==> src/logic/cmds_pkg.sv <==
// Constants, types and helpers for the clock mode and divider selector.
// Assumes one system clock; PLL and reference clocks arrive as one-cycle ticks.
package cmds_pkg;

  // Register byte offsets
  localparam logic [7:0] CMDS_OFS_STATUS = 8'h00;
  localparam logic [7:0] CMDS_OFS_DIV = 8'h04;
  localparam logic [7:0] CMDS_OFS_GATE = 8'h08;

  // Field positions in the status register
  localparam int CMDS_STAT_MODE_LSB = 0;
  localparam int CMDS_STAT_ACT_LSB = 3;
  localparam int CMDS_STAT_PEND_BIT = 6;

  // Gate register field positions and width
  localparam int CMDS_GATE_W = 12;
  localparam int CMDS_GATE_PROC_LSB = 0;
  localparam int CMDS_GATE_SP_LSB = 4;
  localparam int CMDS_GATE_TC_LSB = 8;
  localparam int CMDS_SUB_N = 4;

  // Reset values
  localparam logic [7:0] CMDS_DIV_RST = 8'h00;
  localparam logic [11:0] CMDS_GATE_RST = 12'hfff;

  // Phase counter of the PLL tick stream
  localparam int CMDS_CNT_W = 3;
  localparam logic [2:0] CMDS_CNT_MAX = 3'h7;

  typedef enum logic [2:0] {
    CMDS_FULL_SYNC = 3'b000,
    CMDS_RSV_1 = 3'b001,
    CMDS_SCALABLE = 3'b010,
    CMDS_RSV_3 = 3'b011,
    CMDS_RSV_4 = 3'b100,
    CMDS_BYPASS = 3'b101,
    CMDS_MIX3 = 3'b110,
    CMDS_MIX4 = 3'b111
  } cmds_mode_e;

  // Divide-down fields: 0..3 means divide by 1, 2, 4, 8
  typedef struct packed {
    logic [1:0] tc;
    logic [1:0] spmmu;
    logic [1:0] sp;
    logic [1:0] proc;
  } cmds_div_s;

  function automatic logic cmds_is_reserved(input logic [2:0] code);
    cmds_is_reserved = (code == CMDS_RSV_1) || (code == CMDS_RSV_3) || (code == CMDS_RSV_4);
  endfunction

  // Tick of a domain divided from the PLL tick stream, aligned on the phase counter
  function automatic logic cmds_tick(input logic pll, input logic [2:0] cnt,
                                     input logic [1:0] div);
    logic [2:0] mask;
    mask = 3'h0;
    case (div)
      2'h0: mask = 3'h0;
      2'h1: mask = 3'h1;
      2'h2: mask = 3'h3;
      default: mask = 3'h7;
    endcase
    cmds_tick = pll && ((cnt & mask) == 3'h0);
  endfunction

endpackage

==> src/logic/cmds_top.sv <==
// Clock mode and divide-down selector with a classic Wishbone register slave.
// Assumes PLL output and reference clock come in as one-cycle ticks of i_clk;
// domain clocks leave as one-cycle enable pulses.
//
// How it works
// - Domain clocks divided from primary PLL ticks
// - Reference clock tick comes from low-power source
// - Subdomain enables gated independently by gate register
// - Three-bit mode field resets to full sync
// - Mode 000 uses one ratio for all
// - Mode 010 keeps domains phase aligned, multiples
// - Scalable mode: each divider sets own domain
// - Reserved mode codes written are ignored
// - Mix modes share one ratio: tc with proc in mode 110, spmmu and tc with sp in mode 111
// - Mix three: processor with traffic, sp scaled
// - Mode 101 feeds reference tick to all
`timescale 1ns/10ps
module cmds_top (
  // Clock and reset
  input wire logic i_clk,
  input wire logic i_rst_n,
  // Clock sources
  input wire logic i_pll_tick,
  input wire logic i_ref_tick,
  // Wishbone slave
  input wire logic i_wb_cyc,
  input wire logic i_wb_stb,
  input wire logic i_wb_we,
  input wire logic [7:0] i_wb_adr,
  input wire logic [3:0] i_wb_sel,
  input wire logic [31:0] i_wb_dat,
  output logic o_wb_ack,
  output logic [31:0] o_wb_dat,
  // Domain clock enables
  output logic o_proc_clk_en,
  output logic o_sp_clk_en,
  output logic o_spmmu_clk_en,
  output logic o_tc_clk_en,
  // Subdomain clock enables
  output logic [3:0] o_proc_sub_clk_en,
  output logic [3:0] o_sp_sub_clk_en,
  output logic [3:0] o_tc_sub_clk_en
);

  logic [2:0] mode_q;
  logic [2:0] act_mode_q;
  cmds_pkg::cmds_div_s div_q;
  cmds_pkg::cmds_div_s act_div_q;
  logic [11:0] gate_q;
  logic [2:0] cnt_q;
  logic ack_q;
  logic [31:0] dat_q;
  logic req;
  logic wr_commit;
  logic pending;
  logic boundary;
  logic proc_tick;
  logic sp_tick;
  logic spmmu_tick;
  logic tc_tick;
  logic [1:0] proc_div;
  logic [1:0] sp_div;
  logic [1:0] spmmu_div;
  logic [1:0] tc_div;

  assign req = i_wb_cyc && i_wb_stb;
  // Write commits at the edge where the master sees ack
  assign wr_commit = req && i_wb_we && ack_q;
  assign pending = (mode_q != act_mode_q) || (div_q != act_div_q);

  // Wishbone acknowledge, one cycle after request
  always_ff @(posedge i_clk) begin
    if (!i_rst_n) begin
      ack_q <= 1'b0;
    end else begin
      ack_q <= req && !ack_q;
    end
  end

  // Read data captured with the request
  always_ff @(posedge i_clk) begin
    if (!i_rst_n) begin
      dat_q <= 32'h0;
    end else if (req && !ack_q) begin
      if (i_wb_adr == cmds_pkg::CMDS_OFS_STATUS) begin
        dat_q <= 32'h0;
        dat_q[cmds_pkg::CMDS_STAT_MODE_LSB +: 3] <= mode_q;
        dat_q[cmds_pkg::CMDS_STAT_ACT_LSB +: 3] <= act_mode_q;
        dat_q[cmds_pkg::CMDS_STAT_PEND_BIT] <= pending;
      end else if (i_wb_adr == cmds_pkg::CMDS_OFS_DIV) begin
        dat_q <= {24'h0, div_q};
      end else if (i_wb_adr == cmds_pkg::CMDS_OFS_GATE) begin
        dat_q <= {20'h0, gate_q};
      end else begin
        dat_q <= 32'h0;
      end
    end
  end

  always_ff @(posedge i_clk) begin
    if (!i_rst_n) begin
      mode_q <= cmds_pkg::CMDS_FULL_SYNC;
    end else if (wr_commit && i_wb_sel[0] && (i_wb_adr == cmds_pkg::CMDS_OFS_STATUS)) begin
      if (!cmds_pkg::cmds_is_reserved(i_wb_dat[cmds_pkg::CMDS_STAT_MODE_LSB +: 3])) begin
        mode_q <= i_wb_dat[cmds_pkg::CMDS_STAT_MODE_LSB +: 3];
      end
    end
  end

  always_ff @(posedge i_clk) begin
    if (!i_rst_n) begin
      div_q <= cmds_pkg::CMDS_DIV_RST;
    end else if (wr_commit && i_wb_sel[0] && (i_wb_adr == cmds_pkg::CMDS_OFS_DIV)) begin
      div_q <= i_wb_dat[7:0];
    end
  end

  always_ff @(posedge i_clk) begin
    if (!i_rst_n) begin
      gate_q <= cmds_pkg::CMDS_GATE_RST;
    end else if (wr_commit && (i_wb_adr == cmds_pkg::CMDS_OFS_GATE)) begin
      if (i_wb_sel[0]) begin
        gate_q[7:0] <= i_wb_dat[7:0];
      end
      if (i_wb_sel[1]) begin
        gate_q[11:8] <= i_wb_dat[11:8];
      end
    end
  end

  always_ff @(posedge i_clk) begin
    if (!i_rst_n) begin
      cnt_q <= 3'h0;
    end else if (i_pll_tick) begin
      cnt_q <= cnt_q + 3'h1;
    end
  end

  // boundary where all divided clocks align
  always_comb begin
    if (act_mode_q == cmds_pkg::CMDS_BYPASS) begin
      boundary = i_ref_tick;
    end else begin
      boundary = i_pll_tick && (cnt_q == cmds_pkg::CMDS_CNT_MAX);
    end
  end

  // settings taken over only at boundary
  always_ff @(posedge i_clk) begin
    if (!i_rst_n) begin
      act_mode_q <= cmds_pkg::CMDS_FULL_SYNC;
      act_div_q <= cmds_pkg::CMDS_DIV_RST;
    end else if (boundary) begin
      act_mode_q <= mode_q;
      act_div_q <= div_q;
    end
  end

  // Effective ratio per domain from the active mode
  always_comb begin
    proc_div = act_div_q.proc;
    sp_div = act_div_q.sp;
    spmmu_div = act_div_q.spmmu;
    tc_div = act_div_q.tc;
    case (act_mode_q)
      cmds_pkg::CMDS_FULL_SYNC: begin
        sp_div = act_div_q.proc;
        spmmu_div = act_div_q.proc;
        tc_div = act_div_q.proc;
      end
      cmds_pkg::CMDS_MIX3: begin
        tc_div = act_div_q.proc;
      end
      cmds_pkg::CMDS_MIX4: begin
        spmmu_div = act_div_q.sp;
        tc_div = act_div_q.sp;
      end
      default: begin
        proc_div = act_div_q.proc;
      end
    endcase
  end

  // ticks aligned on one phase counter
  always_comb begin
    if (act_mode_q == cmds_pkg::CMDS_BYPASS) begin
      proc_tick = i_ref_tick;
      sp_tick = i_ref_tick;
      spmmu_tick = i_ref_tick;
      tc_tick = i_ref_tick;
    end else begin
      proc_tick = cmds_pkg::cmds_tick(i_pll_tick, cnt_q, proc_div);
      sp_tick = cmds_pkg::cmds_tick(i_pll_tick, cnt_q, sp_div);
      spmmu_tick = cmds_pkg::cmds_tick(i_pll_tick, cnt_q, spmmu_div);
      tc_tick = cmds_pkg::cmds_tick(i_pll_tick, cnt_q, tc_div);
    end
  end

  always_ff @(posedge i_clk) begin
    if (!i_rst_n) begin
      o_proc_clk_en <= 1'b0;
      o_sp_clk_en <= 1'b0;
      o_spmmu_clk_en <= 1'b0;
      o_tc_clk_en <= 1'b0;
    end else begin
      o_proc_clk_en <= proc_tick;
      o_sp_clk_en <= sp_tick;
      o_spmmu_clk_en <= spmmu_tick;
      o_tc_clk_en <= tc_tick;
    end
  end

  always_ff @(posedge i_clk) begin
    if (!i_rst_n) begin
      o_proc_sub_clk_en <= 4'h0;
      o_sp_sub_clk_en <= 4'h0;
      o_tc_sub_clk_en <= 4'h0;
    end else begin
      o_proc_sub_clk_en <= {4{proc_tick}} &
        gate_q[cmds_pkg::CMDS_GATE_PROC_LSB +: cmds_pkg::CMDS_SUB_N];
      o_sp_sub_clk_en <= {4{sp_tick}} & gate_q[cmds_pkg::CMDS_GATE_SP_LSB +: cmds_pkg::CMDS_SUB_N];
      o_tc_sub_clk_en <= {4{tc_tick}} & gate_q[cmds_pkg::CMDS_GATE_TC_LSB +: cmds_pkg::CMDS_SUB_N];
    end
  end

  assign o_wb_ack = ack_q;
  assign o_wb_dat = dat_q;
endmodule

==> config.mk <==
export PLATFORM = sky130hd
export DESIGN_NAME = cmds_top
export DESIGN_NICKNAME = d
export VERILOG_FILES = /design/src/logic/cmds_pkg.sv /design/src/logic/cmds_top.sv
export SDC_FILE = /design/constraint.sdc
export NUM_CORES = 1
export LEC_CHECK = 0
export BUFFER_PORTS_ARGS = -buffer_cell sky130_fd_sc_hd__buf_2
export CORE_UTILIZATION = 45
export CTS_CLUSTER_DIAMETER = 80
export DETAILED_ROUTE_END_ITERATION = 12
export PLACE_DENSITY_LB_ADDON = 0.05
export SLEW_MARGIN = 20
export SYNTH_ARGS = -nofsm -noshare
export SYNTH_HDL_FRONTEND = slang
export SYNTH_SLANG_ARGS = --single-unit
==> constraint.sdc <==
create_clock -name i_clk -period 3.65 [get_ports i_clk]
set_input_delay 0.73 -clock i_clk [delete_from_list [all_inputs] [get_ports i_clk]]
set_output_delay 0.73 -clock i_clk [all_outputs]
set_load 0.02 [all_outputs]
==> impl_metrics.py <==
metrics = {
    "worst_setup_path": {
        "crit_family": "simple AND/OR/NAND/NOR gates",
        "crit_type": "input port to flip-flop",
        "start_kind": "input port",
        "timing.rr.end": "o_tc_sub_clk_en[2]",
        "worstPathArrival_ns": 2.68,
        "r2r.worst_path.cells": 5,
        "slowest_delay_ns": 0.56,
        "path_cells": "buf_2, or4_4, or3_4, or4_4, nor4_2, nor3b_1",
        "crit_required_ns": 3.87,
        "crit_path_end_kind": "flip-flop",
        "cp_num_buf_inv": 1,
        "r2r_start": "act_mode_q[1]",
        "crit_slowest_cell": "or4_4",
        "r2r_setup_slack_ns": 1.55,
        "cp_common_cell": "or4_4",
        "cp.depth": 6,
        "crit_start": "i_wb_adr[1]",
        "setup.worst_path.end": "o_wb_dat[6]",
        "worstPathMaxFanout": 7,
    },
    "synth": {
        "ys_top_cells_by_count": "dfxtp_1 (66), mux2i_1 (36), nor2b_1 (36)",
        "ys_seq_area_share_pct": 40.82,
        "synth-edff-count": 0,
        "syn_area_um2": 3237,
        "async_flop_share_pct": 0,
        "yosysTopAreaCellShare_pct": 40.82,
        "ys_warn_count": 0,
        "yosysUniqueCellTypes": 47,
        "ys_ff_latch": 66,
        "yosys.area.top_type": "dfxtp_1",
        "synthMostInstantiatedCell": "dfxtp_1",
        "syn_inst": 359,
        "ys.flop_type": "dfxtp_1",
        "avgSynthCellArea_um2": 9.016,
        "synthTopCellsByArea": "dfxtp_1 (41%), mux2i_1 (11%), nor2b_1 (7.0%), buf_4 (4.6%), nand2_1 (3.9%)",
    },
    "timing": {
        "fmax_ghz": 0.4075,
        "skew_ns": 0.009955,
        "hold_viol": 0,
        "fin_crit_sh_pct": 67.23,
        "rsz0062_at_grt": "false",
        "slew_violations": 0,
        "period_minus_slack_ns": 2.454,
        "worst_pin_slew_ns": 0.6256,
        "setup_viol": 0,
        "whs_ns": 0.4775,
        "relSlewSlack_pct": 57.92,
        "finalSetupTns_ns": 0,
    },
    "clock_network": {
        "post_cts_resized": 0,
        "clkTransAtPathRegs_ns": 0.07,
        "cts_buffer_depth": 2,
        "clkLatencyLatePin_ns": 0.35,
        "ctsHoldBuffers": 0,
        "cts_htree_levels": 3,
        "tritoncts": "yes",
        "cts.sinks": 66,
        "post_cts_buffers": 0,
        "cts_root_buf": "clkbuf_8",
        "numCtsBuffers": 9,
    },
    "floorplan": {
        "dieArea_um2": 7536,
        "ios": 100,
        "placement_rows": 30,
        "die_w_um": 86.81,
        "core_um2": 6869,
        "start_util_pct": 47.12,
        "chipHeight_um": 86.81,
    },
    "route": {
        "dr.pass1.iters": 4,
        "drc": 0,
        "drt_wl_total_um": 7192,
        "vias": 2538,
        "wl_per_cell_um": 14.07,
        "antenna_left": 0,
        "drt_iter0_markers": 111,
        "via_per_inst": 4.967,
    },
    "grt": {
        "grt_antenna_before_repair": 0,
        "grt_max_degree": 31,
        "grt_overflow": 0,
        "grt_pass1_vias": 2379,
        "track_usage_pct": 21.09,
        "grt_first_pass_wirelength_um": 11880,
    },
    "layout": {
        "nFillCells": 674,
        "nNetsFinal": 463,
        "area_delta_synth_final_pct": 16.16,
        "final_layout_size_suffix_gt1_share_pct": 21.45,
        "multi_input_comb_area_um2": 1717,
        "regArea_um2": 1321,
        "diodes": 0,
    },
    "power": {
        "ir_worst_vdd_mv": 0.2378,
        "power_per_cell_area_nw_per_um2": 425.3,
        "p_leak_nw": 1.596,
    },
    "min_path": {
        "hold_class": "flip-flop to flip-flop",
    },
    "job": {
        "cap_violations": 0,
    },
    "placed_design": {
        "place_hpwl_um": 5149,
        "port_buffers": 57,
        "gp_congestion": 0.7756,
    },
    "status": {
        "status": "finished clean",
    },
}
[flip-flops by register name, summed over array words and instances (netlist names)]
register / count
o_proc_clk_en: 1
o_tc_clk_en: 1
o_wb_ack: 1
o_wb_dat: 12
o_proc_sub_clk_en: 4
o_sp_sub_clk_en: 4
proc_div: 2
div_q: 8
cnt_q: 3
o_tc_sub_clk_en: 4
o_spmmu_clk_en: 1
o_sp_clk_en: 1
mode_q: 3
gate_q: 12
act_mode_q: 3
act_div_q: 6
[routing by layer]
layer	routed length, um	share of wire [%]	track usage [%]
met2	3291	46	33.07
met1	3508	49	27.56
met5	0	0	0
met4	140	1.9	9.697
met3	251	3.5	4.762
[final cells by class]
type	count	area share [%]
multi-input cells	261	45.66
flip-flops and latches	66	35.14
inverters	9	0.8985
repair buffers	63	8.785
well taps	96	3.195
clock buffers	12	4.393
clock inverters	4	1.930
[stage by stage]
| step | setup WS [ns] | total power (W) | util [%] | area (um2) | instances |
|---|---|---|---|---|---|
| floorplan | 1.001 | 0.0008637 | - | 3308 | 378 |
| global placement | 0.8742 | 0.0008914 | 51.28 | 3522 | 495 |
| detailed placement | 0.8445 | 0.0008931 | 51.28 | 3522 | 495 |
| CTS | 1.217 | 0.001615 | 54.74 | 3760 | 511 |
| global route | 1.186 | 0.001671 | 54.74 | 3760 | 511 |
| finish | 1.196 | 0.001599 | 54.74 | 3760 | 511 |
[placed cells by master (no fill, tap or decap), types with 2 or more instances in the layout]
| cell | n |
|---|---|
| clkbuf_8 | 12 |
| o22ai_1 | 8 |
| nand2_1 | 34 |
| inv_1 | 9 |
| mux2i_1 | 36 |
| nor2b_1 | 36 |
| a21boi_0 | 12 |
| a21oi_1 | 11 |
| nand2b_1 | 2 |
| a22oi_1 | 4 |
| nor2_1 | 11 |
| nand3_1 | 6 |
| o21a_1 | 2 |
| nand4_1 | 5 |
| o211ai_1 | 3 |
| conb_1 | 20 |
| buf_2 | 57 |
| buf_4 | 6 |
| nand3b_1 | 2 |
| and3_1 | 4 |
| xnor2_1 | 12 |
| nor3b_1 | 2 |
| and2_1 | 6 |
| nor3_1 | 9 |
| ha_1 | 2 |
| or4_4 | 3 |
| dfxtp_1 | 66 |
| o21ai_0 | 11 |
| and4_1 | 3 |
| bufinv_16 | 2 |
[worst register-to-register path, delay by kind of cell, from the launching register on]
family	cells	cell delay, ns
XOR/XNOR	1	0.26
AND/OR/NAND/NOR	1	0.12
AO/OA/AOI/OAI	2	0.66
flip-flops	1	0.66
multiplexers	1	0.32
[how the worst min path moves through the flow]
stage / start / end / cells after the start
after floorplan: gate_q[0] / o_proc_sub_clk_en[0] / 1
after global placement: o_wb_dat[7] / o_wb_dat[7] / 2
after detailed placement: o_wb_dat[7] / o_wb_dat[7] / 2
after CTS: gate_q[8] / o_tc_sub_clk_en[0] / 1
after global routing: gate_q[11] / o_tc_sub_clk_en[3] / 1
final: o_wb_dat[7] / o_wb_dat[7] / 2
[cells by family (layout without fill, tap and decap cells)]
logic type                 after synthesis  count (layout)  share of synthesized area [%]
adders and majority gates                2               2                         0.7730
other                                    1              20                         0.1159
DFF                                     66              66                          40.82
and+or+nand+nor                        130             130                          22.57
AOI/OAI and AO/OA                       59              59                          12.18
xor gates and xnor gates                13              13                          3.518
buffers and inverters                   51              88                          8.543
muxes                                   37              37                          11.48
[where the power goes]
part | switching, W | internal [W] | leakage (nW) | total (W)
sequential | 0.00000968 | 0.000736 | 0.538 | 0.000746
combinational | 0.0000842 | 0.0000447 | 0.940 | 0.000129
clock | 0.000284 | 0.000439 | 0.119 | 0.000724
No activity file was read; power rests on OpenSTA's default activity.
